File: src/core/cld_pkg.sv
package cld_pkg;
  // ---------------------------------------------------------------
  // sizes and bus map
  // ---------------------------------------------------------------
  localparam int PCW = 20;
  localparam logic [3:0] ADR_CTRL = 4'h0;
  localparam logic [3:0] ADR_STAT = 4'h4;
  localparam int CTRL_RUN_BIT = 0;
  localparam int CTRL_PWR_BIT = 1;
  localparam logic [1:0] CTRL_RST = 2'h1;
  localparam int ST_WR_BIT = 0;
  localparam int ST_TO_BIT = 1;
  localparam int ST_PD_BIT = 2;
  localparam int ST_FSM_LSB = 3;
  localparam logic TO_RST = 1'b1;
  localparam logic PD_RST = 1'b1;
  localparam logic [7:0] TIMER_ZERO_ADR_DEF = 8'h10;
  localparam logic [7:0] PORT_B_REGISTER_ADR_DEF = 8'h11;
  // table write with an internal memory launch lasts this many cycles
  localparam int PROGRAM_MEM_WRITE_LONG_CYC = 5;
  localparam logic [2:0] TBLW_WAIT = 3'(PROGRAM_MEM_WRITE_LONG_CYC - 2);
  // flag update masks, order {c, dc, z, ov, n}
  localparam logic [4:0] FLG_NONE = 5'h00;
  localparam logic [4:0] FLG_ARITH = 5'h1f;
  localparam logic [4:0] FLG_ZN = 5'h05;
  localparam logic [4:0] FLG_C = 5'h10;
  // ---------------------------------------------------------------
  // types
  // ---------------------------------------------------------------
  typedef enum logic [4:0] {
    OP_NOP = 5'h00, OP_BRANCH = 5'h01, OP_CALL_REL = 5'h02,
    OP_GOTO = 5'h03, OP_CALL = 5'h04, OP_SLEEP = 5'h05,
    OP_WDT = 5'h06, OP_PUSH = 5'h07, OP_POP = 5'h08,
    OP_DAW = 5'h09, OP_RESET = 5'h0a, OP_RETURN_IRQ = 5'h0b,
    OP_RETURN = 5'h0c, OP_RETURN_WITH_IMM = 5'h0d, OP_ADD = 5'h0e,
    OP_SUB = 5'h0f, OP_AND = 5'h10, OP_IOR = 5'h11,
    OP_XOR = 5'h12, OP_LOAD_IMMEDIATE = 5'h13, OP_MUL = 5'h14,
    OP_LOAD_BANK_IMM = 5'h15, OP_LOAD_POINTER_IMM = 5'h16, OP_PROGRAM_MEM_READ = 5'h17,
    OP_PROGRAM_MEM_WRITE = 5'h18, OP_FILE = 5'h19
  } cld_op_t;
  typedef enum logic [1:0] {
    S_EXEC = 2'b00, S_WORD2 = 2'b01, S_BUBBLE = 2'b10, S_TBLW = 2'b11
  } cld_state_t;
  typedef struct packed {
    logic z;
    logic c;
    logic ov;
    logic n;
  } cld_flags_t;
  typedef struct packed {
    cld_op_t op;
    logic [7:0] lit;
    logic [4:0] flag_upd;
    logic pc_load;
    logic [PCW-1:0] target;
    logic fast;
    logic [1:0] sel;
    logic [11:0] wide_lit;
  } cld_ctrl_t;
  localparam cld_ctrl_t CTRL_IDLE = '{OP_NOP, 8'h00, 5'h00, 1'b0, '0, 1'b0,
    2'h0, 12'h000};
endpackage

File: src/core/cld_decoder.sv
// Notes on behaviour
// - 1110_0ccc: eight conditional branches, 1 or 2
// - 1101 0/1: relative jump and relative call
// - absolute jump and call use two words
// - lone 1111 word executes as no-op
// - pc change or true test adds nop cycle, except two-word jump and call
// - standby and watchdog kick set status flags
// - nop, push, pop, decimal adjust, software reset
// - interrupt return, two cycles, fast select bit
// - subroutine return, return with immediate, two cycles
// - add immediate updates all five flags
// - subtract accumulator from immediate, all five flags
// - and/or/xor immediate update zero, negative only
// - load and multiply immediate touch no flags
// - load bank immediate into low bank bits
// - two-word pointer load of twelve-bit immediate
// - program memory read with four pointer modes
// - program memory write, longer when launching write
// - launched internal write runs until terminated
// - port read-modify-write uses synced pin levels
// - timer zero write clears assigned prescaler
//
// The Wishbone slave port and the register addresses were decided locally.
`timescale 1ns/10ps
module cld_decoder import cld_pkg::*; #(
  parameter logic [7:0] TIMER_ZERO_ADR = TIMER_ZERO_ADR_DEF,
  parameter logic [7:0] PORT_B_REGISTER_ADR = PORT_B_REGISTER_ADR_DEF
) (
  input wire logic clk_i,
  input wire logic rst_i,
  input wire logic wb_cyc_i,
  input wire logic wb_stb_i,
  input wire logic wb_we_i,
  input wire logic [3:0] wb_adr_i,
  input wire logic [3:0] wb_sel_i,
  input wire logic [31:0] wb_dat_i,
  output logic [31:0] wb_dat_o,
  output logic wb_ack_o,
  input wire logic instr_valid_i,
  input wire logic [15:0] instr_i,
  input wire logic [PCW-1:0] instr_addr_i,
  input wire cld_flags_t flags_i,
  input wire logic presc_assigned_i,
  input wire logic prog_wr_done_i,
  input wire logic [7:0] port_pins_i,
  output cld_ctrl_t ctrl_o,
  output logic fetch_hold_o,
  output logic port_rmw_o,
  output logic [7:0] port_rmw_data_o,
  output logic presc_clr_o,
  output logic prog_wr_active_o,
  output logic wdt_expired_flag_o,
  output logic powerdown_flag_o
);
  // ---------------------------------------------------------------
  // decode helpers
  // ---------------------------------------------------------------
  function automatic cld_op_t decode_op(input logic [15:0] w);
    cld_op_t op;
    op = OP_NOP;
    case (w[15:12])
      4'he: begin
        if (!w[11]) begin
          op = OP_BRANCH;
        end else if (w[10:9] == 2'b10) begin
          op = OP_CALL;
        end else if (w[10:8] == 3'b111) begin
          op = OP_GOTO;
        end else if (w[10:8] == 3'b110 && w[7:6] == 2'b00) begin
          op = OP_LOAD_POINTER_IMM;
        end
      end
      4'hd: op = w[11] ? OP_CALL_REL : OP_BRANCH;
      4'hf: op = OP_NOP;
      4'h0: begin
        case (w[11:8])
          4'h0: begin
            case (w[7:0])
              8'h03: op = OP_SLEEP;
              8'h04: op = OP_WDT;
              8'h05: op = OP_PUSH;
              8'h06: op = OP_POP;
              8'h07: op = OP_DAW;
              8'h08, 8'h09, 8'h0a, 8'h0b: op = OP_PROGRAM_MEM_READ;
              8'h0c, 8'h0d, 8'h0e, 8'h0f: op = OP_PROGRAM_MEM_WRITE;
              8'h10, 8'h11: op = OP_RETURN_IRQ;
              8'h12, 8'h13: op = OP_RETURN;
              8'hff: op = OP_RESET;
              default: op = OP_NOP;
            endcase
          end
          4'h1: op = (w[7:4] == 4'h0) ? OP_LOAD_BANK_IMM : OP_NOP;
          4'h8: op = OP_SUB;
          4'h9: op = OP_IOR;
          4'ha: op = OP_XOR;
          4'hb: op = OP_AND;
          4'hc: op = OP_RETURN_WITH_IMM;
          4'hd: op = OP_MUL;
          4'he: op = OP_LOAD_IMMEDIATE;
          4'hf: op = OP_ADD;
          default: op = OP_FILE;
        endcase
      end
      default: op = OP_FILE;
    endcase
    return op;
  endfunction

  // ccc: bit0 inverts, bits 2:1 pick zero, carry, overflow, negative
  function automatic logic cond_met(input logic [2:0] cc,
                                    input cld_flags_t f);
    logic b;
    case (cc[2:1])
      2'd0: b = f.z;
      2'd1: b = f.c;
      2'd2: b = f.ov;
      default: b = f.n;
    endcase
    return b ^ cc[0];
  endfunction

  // file ops that read f and write it back (d = 1, or bit ops)
  function automatic logic file_rmw(input logic [15:0] w);
    logic dop;
    dop = (w[15:12] >= 4'h1 && w[15:12] <= 4'h5) || (w[15:10] == 6'b000001);
    return (dop && w[9]) || (w[15:12] >= 4'h7 && w[15:12] <= 4'h9);
  endfunction

  // ---------------------------------------------------------------
  // decode of the current word
  // ---------------------------------------------------------------
  cld_state_t state;
  cld_state_t next_state;
  cld_ctrl_t next_ctrl;
  logic [2:0] wait_cnt;
  logic [2:0] next_wait;
  logic [15:0] first_word;
  logic [1:0] ctl_reg;
  logic [7:0] pins_meta;
  logic [7:0] pins_sync;
  logic wb_req;
  logic [31:0] stat_word;
  cld_op_t op_now;
  cld_op_t op_first;
  logic take;
  logic is_cond;
  logic is_rel;
  logic taken;
  logic [PCW-1:0] next_addr;
  logic [PCW-1:0] rel8_tgt;
  logic [PCW-1:0] rel11_tgt;

  assign take = instr_valid_i && ctl_reg[CTRL_RUN_BIT] && (state == S_EXEC);
  assign op_now = decode_op(instr_i);
  assign op_first = decode_op(first_word);
  assign is_cond = (instr_i[15:11] == 5'b11100);
  assign is_rel = (instr_i[15:12] == 4'hd);
  assign taken = is_rel || (is_cond && cond_met(instr_i[10:8], flags_i));
  // signed word offsets from the following word
  assign next_addr = instr_addr_i + PCW'(1);
  assign rel8_tgt = next_addr + {{(PCW-8){instr_i[7]}}, instr_i[7:0]};
  assign rel11_tgt = next_addr + {{(PCW-11){instr_i[10]}}, instr_i[10:0]};

  // ---------------------------------------------------------------
  // sequencer
  // ---------------------------------------------------------------
  // next control word, next state and stall count
  always_comb begin
    next_ctrl = CTRL_IDLE;
    next_state = state;
    next_wait = wait_cnt;
    case (state)
      S_EXEC: begin
        if (take) begin
          next_ctrl.op = op_now;
          next_ctrl.lit = instr_i[7:0];
          next_ctrl.fast = instr_i[0];
          next_ctrl.sel = instr_i[1:0];
          case (op_now)
            OP_ADD, OP_SUB: next_ctrl.flag_upd = FLG_ARITH;
            OP_AND, OP_IOR, OP_XOR: next_ctrl.flag_upd = FLG_ZN;
            OP_DAW: next_ctrl.flag_upd = FLG_C;
            default: next_ctrl.flag_upd = FLG_NONE;
          endcase
          case (op_now)
            OP_BRANCH: begin
              next_ctrl.pc_load = taken;
              next_ctrl.target = is_rel ? rel11_tgt : rel8_tgt;
              if (taken) begin
                next_state = S_BUBBLE;
              end
            end
            OP_CALL_REL: begin
              next_ctrl.pc_load = 1'b1;
              next_ctrl.target = rel11_tgt;
              next_state = S_BUBBLE;
            end
            OP_GOTO, OP_CALL, OP_LOAD_POINTER_IMM: begin
              // hold back until the operand word arrives
              next_ctrl = CTRL_IDLE;
              next_state = S_WORD2;
            end
            OP_RETURN_IRQ, OP_RETURN, OP_RETURN_WITH_IMM: begin
              next_ctrl.pc_load = 1'b1;
              next_state = S_BUBBLE;
            end
            OP_PROGRAM_MEM_READ: next_state = S_BUBBLE;
            OP_PROGRAM_MEM_WRITE: begin
              if (ctl_reg[CTRL_PWR_BIT]) begin
                next_state = S_TBLW;
                next_wait = TBLW_WAIT;
              end else begin
                next_state = S_BUBBLE;
              end
            end
            default: next_state = S_EXEC;
          endcase
        end
      end
      S_WORD2: begin
        if (instr_valid_i) begin
          next_state = S_EXEC;
          // a malformed second word aborts the pair as a nop
          if (instr_i[15:12] == 4'hf) begin
            next_ctrl.op = op_first;
            next_ctrl.pc_load = (op_first != OP_LOAD_POINTER_IMM);
            next_ctrl.target = {instr_i[11:0], first_word[7:0]};
            next_ctrl.fast = first_word[8];
            next_ctrl.sel = first_word[5:4];
            next_ctrl.wide_lit = {first_word[3:0], instr_i[7:0]};
          end
        end
      end
      S_BUBBLE: next_state = S_EXEC;
      S_TBLW: begin
        if (wait_cnt == 3'h0) begin
          next_state = S_EXEC;
        end else begin
          next_wait = wait_cnt - 3'h1;
        end
      end
      default: next_state = S_EXEC;
    endcase
  end

  // state, stall and control word; software reset restarts decode
  always_ff @(posedge clk_i) begin
    if (rst_i || ctrl_o.op == OP_RESET) begin
      state <= S_EXEC;
      wait_cnt <= 3'h0;
      ctrl_o <= CTRL_IDLE;
      fetch_hold_o <= 1'b0;
    end else begin
      state <= next_state;
      wait_cnt <= next_wait;
      ctrl_o <= next_ctrl;
      fetch_hold_o <= (next_state == S_BUBBLE) || (next_state == S_TBLW);
    end
  end

  // first word of a pair
  always_ff @(posedge clk_i) begin
    if (rst_i) begin
      first_word <= 16'h0000;
    end else if (take) begin
      first_word <= instr_i;
    end
  end

  // ---------------------------------------------------------------
  // status flags and internal write tracking
  // ---------------------------------------------------------------
  always_ff @(posedge clk_i) begin
    if (rst_i) begin
      wdt_expired_flag_o <= TO_RST;
      powerdown_flag_o <= PD_RST;
    end else if (take && op_now == OP_SLEEP) begin
      wdt_expired_flag_o <= 1'b1;
      powerdown_flag_o <= 1'b0;
    end else if (take && op_now == OP_WDT) begin
      wdt_expired_flag_o <= 1'b1;
      powerdown_flag_o <= 1'b1;
    end
  end

  // a launch in the same cycle as done keeps the write running
  always_ff @(posedge clk_i) begin
    if (rst_i) begin
      prog_wr_active_o <= 1'b0;
    end else if (take && op_now == OP_PROGRAM_MEM_WRITE && ctl_reg[CTRL_PWR_BIT]) begin
      prog_wr_active_o <= 1'b1;
    end else if (prog_wr_done_i) begin
      prog_wr_active_o <= 1'b0;
    end
  end

  // ---------------------------------------------------------------
  // port and timer side effects of file ops
  // ---------------------------------------------------------------
  // pins are asynchronous; only the second stage is used
  always_ff @(posedge clk_i) begin
    if (rst_i) begin
      pins_meta <= 8'h00;
      pins_sync <= 8'h00;
    end else begin
      pins_meta <= port_pins_i;
      pins_sync <= pins_meta;
    end
  end

  always_ff @(posedge clk_i) begin
    if (rst_i) begin
      port_rmw_o <= 1'b0;
      port_rmw_data_o <= 8'h00;
      presc_clr_o <= 1'b0;
    end else begin
      port_rmw_o <= take && op_now == OP_FILE && file_rmw(instr_i) &&
                    !instr_i[8] && instr_i[7:0] == PORT_B_REGISTER_ADR;
      port_rmw_data_o <= pins_sync;
      presc_clr_o <= take && op_now == OP_FILE && presc_assigned_i && !instr_i[8] &&
                     instr_i[7:0] == TIMER_ZERO_ADR &&
                     (file_rmw(instr_i) || instr_i[15:11] == 5'b01101);
    end
  end

  // ---------------------------------------------------------------
  // wishbone slave
  // ---------------------------------------------------------------
  assign wb_req = wb_cyc_i && wb_stb_i && !wb_ack_o;

  always_comb begin
    stat_word = 32'h0000_0000;
    stat_word[ST_WR_BIT] = prog_wr_active_o;
    stat_word[ST_TO_BIT] = wdt_expired_flag_o;
    stat_word[ST_PD_BIT] = powerdown_flag_o;
    stat_word[ST_FSM_LSB +: 2] = state;
  end

  // one wait state; unmapped offsets ack and read zero
  always_ff @(posedge clk_i) begin
    if (rst_i) begin
      wb_ack_o <= 1'b0;
      wb_dat_o <= 32'h0000_0000;
      ctl_reg <= CTRL_RST;
    end else begin
      wb_ack_o <= wb_req;
      if (wb_req && wb_we_i && wb_sel_i[0] && wb_adr_i == ADR_CTRL) begin
        ctl_reg <= wb_dat_i[1:0];
      end
      case (wb_adr_i)
        ADR_CTRL: wb_dat_o <= {30'h0, ctl_reg};
        ADR_STAT: wb_dat_o <= stat_word;
        default: wb_dat_o <= 32'h0000_0000;
      endcase
    end
  end

  // ---------------------------------------------------------------
  // checks
  // ---------------------------------------------------------------
  chk_cond_taken: assert property (@(posedge clk_i) disable iff (rst_i)
    take && is_cond && cond_met(instr_i[10:8], flags_i) |=>
    ctrl_o.pc_load && fetch_hold_o ##1 ctrl_o.op == OP_NOP && !fetch_hold_o)
    else $error("taken branch lacks its nop cycle");
  chk_cond_fall: assert property (@(posedge clk_i) disable iff (rst_i)
    take && is_cond && !cond_met(instr_i[10:8], flags_i) |=>
    !ctrl_o.pc_load && !fetch_hold_o)
    else $error("untaken branch took two cycles");
  chk_rel_target: assert property (@(posedge clk_i) disable iff (rst_i)
    take && is_rel |=> ctrl_o.target == $past(rel11_tgt) && ctrl_o.pc_load)
    else $error("relative target wrong");
  chk_pair_jump: assert property (@(posedge clk_i) disable iff (rst_i)
    state == S_WORD2 && instr_valid_i && instr_i[15:12] == 4'hf &&
    op_first == OP_GOTO |=> ctrl_o.pc_load && !fetch_hold_o &&
    ctrl_o.target == {$past(instr_i[11:0]), $past(first_word[7:0])})
    else $error("absolute jump target wrong");
  chk_lone_second: assert property (@(posedge clk_i) disable iff (rst_i)
    take && instr_i[15:12] == 4'hf |=> ctrl_o.op == OP_NOP && !ctrl_o.pc_load)
    else $error("lone operand word not a nop");
  chk_sleep_flags: assert property (@(posedge clk_i) disable iff (rst_i)
    take && instr_i == 16'h0003 |=> wdt_expired_flag_o && !powerdown_flag_o)
    else $error("standby flags wrong");
  chk_add_flags: assert property (@(posedge clk_i) disable iff (rst_i)
    take && instr_i[15:8] == 8'h0f |=> ctrl_o.op == OP_ADD && ctrl_o.flag_upd == FLG_ARITH)
    else $error("add immediate flags wrong");
  chk_logic_flags: assert property (@(posedge clk_i) disable iff (rst_i)
    take && instr_i[15:10] == 6'b000010 && instr_i[9:8] != 2'b00 |=>
    ctrl_o.flag_upd == FLG_ZN)
    else $error("logic immediate flags wrong");
  chk_program_mem_write_long: assert property (@(posedge clk_i) disable iff (rst_i)
    take && op_now == OP_PROGRAM_MEM_WRITE && ctl_reg[CTRL_PWR_BIT] |=>
    fetch_hold_o [*4] ##1 !fetch_hold_o)
    else $error("launching table write not five cycles");
  chk_wr_running: assert property (@(posedge clk_i) disable iff (rst_i)
    prog_wr_active_o && !prog_wr_done_i |=> prog_wr_active_o)
    else $error("internal write ended early");
endmodule // cld_decoder

File: config.mk
export PLATFORM = sky130hd
export DESIGN_NAME = cld_decoder
export DESIGN_NICKNAME = d
export VERILOG_FILES = /design/src/core/cld_pkg.sv /design/src/core/cld_decoder.sv
export SDC_FILE = /design/constraint.sdc
export NUM_CORES = 1
export LEC_CHECK = 0
export ABC_AREA = 1
export BUFFER_PORTS_ARGS = -buffer_cell sky130_fd_sc_hd__clkbuf_2
export CORE_AREA = 5 5 120 122
export DETAILED_ROUTE_END_ITERATION = 8
export DIE_AREA = 0 0 125 127
export PLACE_DENSITY = 0.85
export SYNTH_ARGS = -nofsm -noshare
export SYNTH_HDL_FRONTEND = slang
export SYNTH_SLANG_ARGS = --single-unit
File: constraint.sdc
create_clock -name clk_i -period 5.7 [get_ports clk_i]
set_input_delay 0 -clock clk_i [delete_from_list [all_inputs] [get_ports clk_i]]
set_output_delay 0 -clock clk_i [all_outputs]
set_load 0.02 [all_outputs]
==> impl_metrics.csv <==
group,metric,value,unit
outcome,outcome,"finished clean",
grt,overflow,0,
grt,antenna_found_initial,0,
critical_path,cp_max_fo,5,
route,avgViaCountPerCell,5.486,
placement,numPortBuffers,135,
timing,fin_crit_sh,55.72,%
floorplanning,die_w,125,um
critical_path,arrival,3.37,ns
floorplanning,die-area,0.01588,mm^2
power,total_power,1.975,mW
timing,setup_tns,0,ns
critical_path,path_buf_inv,3,
timing,fmax,314.8,MHz
placement,placed_area,0.008167,mm^2
route,drtIter0Drc,642,
critical_path,cp_slowest_cell,"nor4_1",
timing,worst_clock_skew,0.008974,ns
clock_network,htree_levels,3,
route,wl,23280,um
timing,rsz0062_at_grt,"false",
layout,largest_register_ffs,52,
clock_network,clkSinkCount,110,
layout,top_register,"ctrl_o",
clock_network,post_cts_buffers,0,
logic_synthesis,syn_area,0.007478,mm^2
layout,drive_gt1_share,16.80,%
logic_synthesis,ys_warn_count,0,
layout,ff_latch_area,0.002202,mm^2
layout,area_delta_synth_final,15.98,%
layout,antenna_cells,0,
logic_synthesis,syn_avg_cell_area,6.492,um^2
timing,setup_violations,0,
clock_network,clk_path_buf_depth,2,
floorplanning,rows,42,
layout,fin_nets,1423,
layout,utilization,66.28,%
route,ant_nets,0,
layout,design_area,0.008673,mm^2
clock_network,cts_tree,"yes",
floorplanning,io_pins,197,
clock_network,insertion_delay,0.35,ns
critical_path,worstSetupEndpointType,"register",
critical_path,slowest_delay,0.40,ns
layout,reg_top3,"ctrl_o (52), first_word (16)",
critical_path,worstSetupPathType,"in -> reg",
route,dr_total_vias,8086,
logic_synthesis,synthDistinctLibCells,52,
grt,grt_util_all_layers,28.47,%
job,cap_violations,0,
route,drc_errors,0,
timing,hold-worst-slack,0.02363,ns
power,cellLeakagePower,4.213,nW
hold_path,hold_class,"in -> reg",
layout,multiInputGateArea,0.004508,mm^2
layout,fillers,1155,
critical_path,path_cells,"clkbuf_2 > nand3_1 > nor4_1 > nand2_1 > nor3_1 > inv_1 > nor3_1 > xor2_1 > inv_1 > ha_1 > nand2_1 > nor4_1 > nand4_1 > nand4_1 > nand3_1 > nand2_1 > nor2_1 > o21ai_1 > a21oi_1",
timing,hold_viol_final,0,
floorplanning,fp.dieH,127,um
clock_network,clk_pin_slew,0.08,ns
critical_path,required,5.89,ns
grt,first_global_vias,7547,
grt,grt_max_degree,35,
timing,slew_headroom,27.53,%
route,dr.pass1.iters,6,
placement,dp_hpwl,17970,um
logic_synthesis,yosysSeqAreaShare,29.45,%
floorplanning,coreArea,0.01309,mm^2
route,avgRoutedWirePerCell,15.79,um
critical_path,crit_family,"simple AND/OR/NAND/NOR gates",
logic_synthesis,syn-instance-count,1152,
logic_synthesis,synth_seq_cells,110,
power,cellPowerDensity,227.7,mW/mm^2
clock_network,numCtsBuffers,9,
grt,grt_pass1_wl,37040,um
timing,worst_slew_pin_slew,1.084,ns
clock_network,ctsRootBufferMaster,"clkbuf_16",
floorplanning,initial_core_util,57.15,%
critical_path,crit_top_cell,"nand2_1",
critical_path,startpoint_type,"primary input",
placement,gp_congestion,0.9634,
power,ir_worst_vdd,146.4,uV
timing,maxSlewViolCount,0,
timing,min_period,3.176,ns
## cells in the final DEF (no fill, tap or decap), types with 13 or more instances in the layout
master	count
nand2_1	248
nor2_1	146
clkbuf_2	135
inv_1	126
dfxtp_1	110
a21oi_1	105
nand3_1	66
o21ai_0	63
ha_1	33
conb_1	28
nor3_1	23
nand4_1	23
dlygate4sd3_1	20
o21ai_1	17
xor2_1	16
inv_2	16
a31oi_1	13
## cells in the mapped netlist (all sizes together)
cell | n | area (um^2)
a31o | 2 | 17.52
a21boi | 1 | 7.510
o21bai | 2 | 15.01
conb | 2 | 7.510
o22ai | 2 | 12.51
and2 | 2 | 12.51
a32oi | 1 | 8.760
fa | 1 | 20.02
a2bb2oi | 1 | 8.760
a21o | 3 | 22.52
or2 | 7 | 43.80
dfxtp | 110 | 2202
nor3 | 26 | 151.4
a21oi | 107 | 550.5
o21ai | 80 | 400.4
xnor2 | 2 | 17.52
nor4 | 7 | 43.79
xor2 | 16 | 140.1
nand2 | 268 | 1096
a31oi | 13 | 81.33
ha | 33 | 412.9
nor3b | 2 | 15.01
inv | 144 | 545.5
nor2 | 156 | 671.9
nand3 | 69 | 360.4
clkbuf | 20 | 75.07
a41oi | 1 | 8.760
o211ai | 9 | 67.56
o21a | 1 | 7.510
nand3b | 3 | 22.52
o31ai | 2 | 15.01
nand4 | 24 | 156.4
a211oi | 2 | 15.01
buf | 33 | 245.2
## per-stage QoR
| step | instances | setup WS (ns) |
|---|---|---|
| after detailed placement | 1438 | 2.251 |
| after global routing | 1474 | 2.030 |
| after CTS | 1474 | 2.609 |
| after global placement | 1438 | 2.304 |
| final | 1474 | 2.524 |
| after floorplan | 1178 | 3.002 |
## kinds of logic after synthesis
kind of cell	after synthesis	share of synthesized area [%]
DFF	110	29.45
AOI/OAI and AO/OA	227	16.56
buffers and inverters	197	11.58
and+or+nand+nor	564	34.42
adders and majority gates	34	5.789
xor gates and xnor gates	18	2.108
other	2	0.1004
## worst min-delay path: cells and delay by family
kind	cells	cell delay, ns
simple gates	1	0.05
buf+inv	2	0.29
## final timing paths
| check | from | to | slack (ns) | cells past startpoint |
|---|---|---|---|---|
| min reg2reg | pins_sync[6]$_SDFF_PP0_ | port_rmw_data_o[6]$_SDFF_PP0_ | 0.40 | 2 |
| max | instr_addr_i[2] | ctrl_o[33]$_SDFF_PP0_ | 2.52 | 19 |
| min | instr_i[4] | ctrl_o[45]$_SDFF_PP0_ | 0.02 | 3 |
| max reg2reg | ctrl_o[52]$_SDFF_PP0_ | ctrl_o[13]$_SDFF_PP0_ | 3.12 | 5 |
## timing repair
action,CTS,global route
resized for setup,0,0
hold endpoints to repair,17,0
endpoints found under the setup margin,0,0
hold buffers,20,0
## cell type report
type                            count  area share, %
Clock buffer                       10          2.755
Clock inverter                      6         0.7790
Inverter                          144          6.290
Multi-Input combinational cell    871          51.98
Sequential cell                   110          25.39
Tap cell                          176          2.539
Timing Repair Buffer              157          10.27
## power by group
group	switching [mW]	internal (mW)	total, mW
logic	0.345	0.161	0.506
clock network	0.298	0.356	0.653
registers	0.0204	0.795	0.816
## metal layers
metal / up-vias / global-route usage [%] / part of all wire, %
met5: - / 0 / 0
met4: 0 / 12.63 / 4.4
met3: 75 / 4.967 / 5.9
met1: 3672 / 33.40 / 40
li1: 4011 / - / -
met2: 328 / 51.03 / 50
No activity file was read; power rests on OpenSTA's default activity.
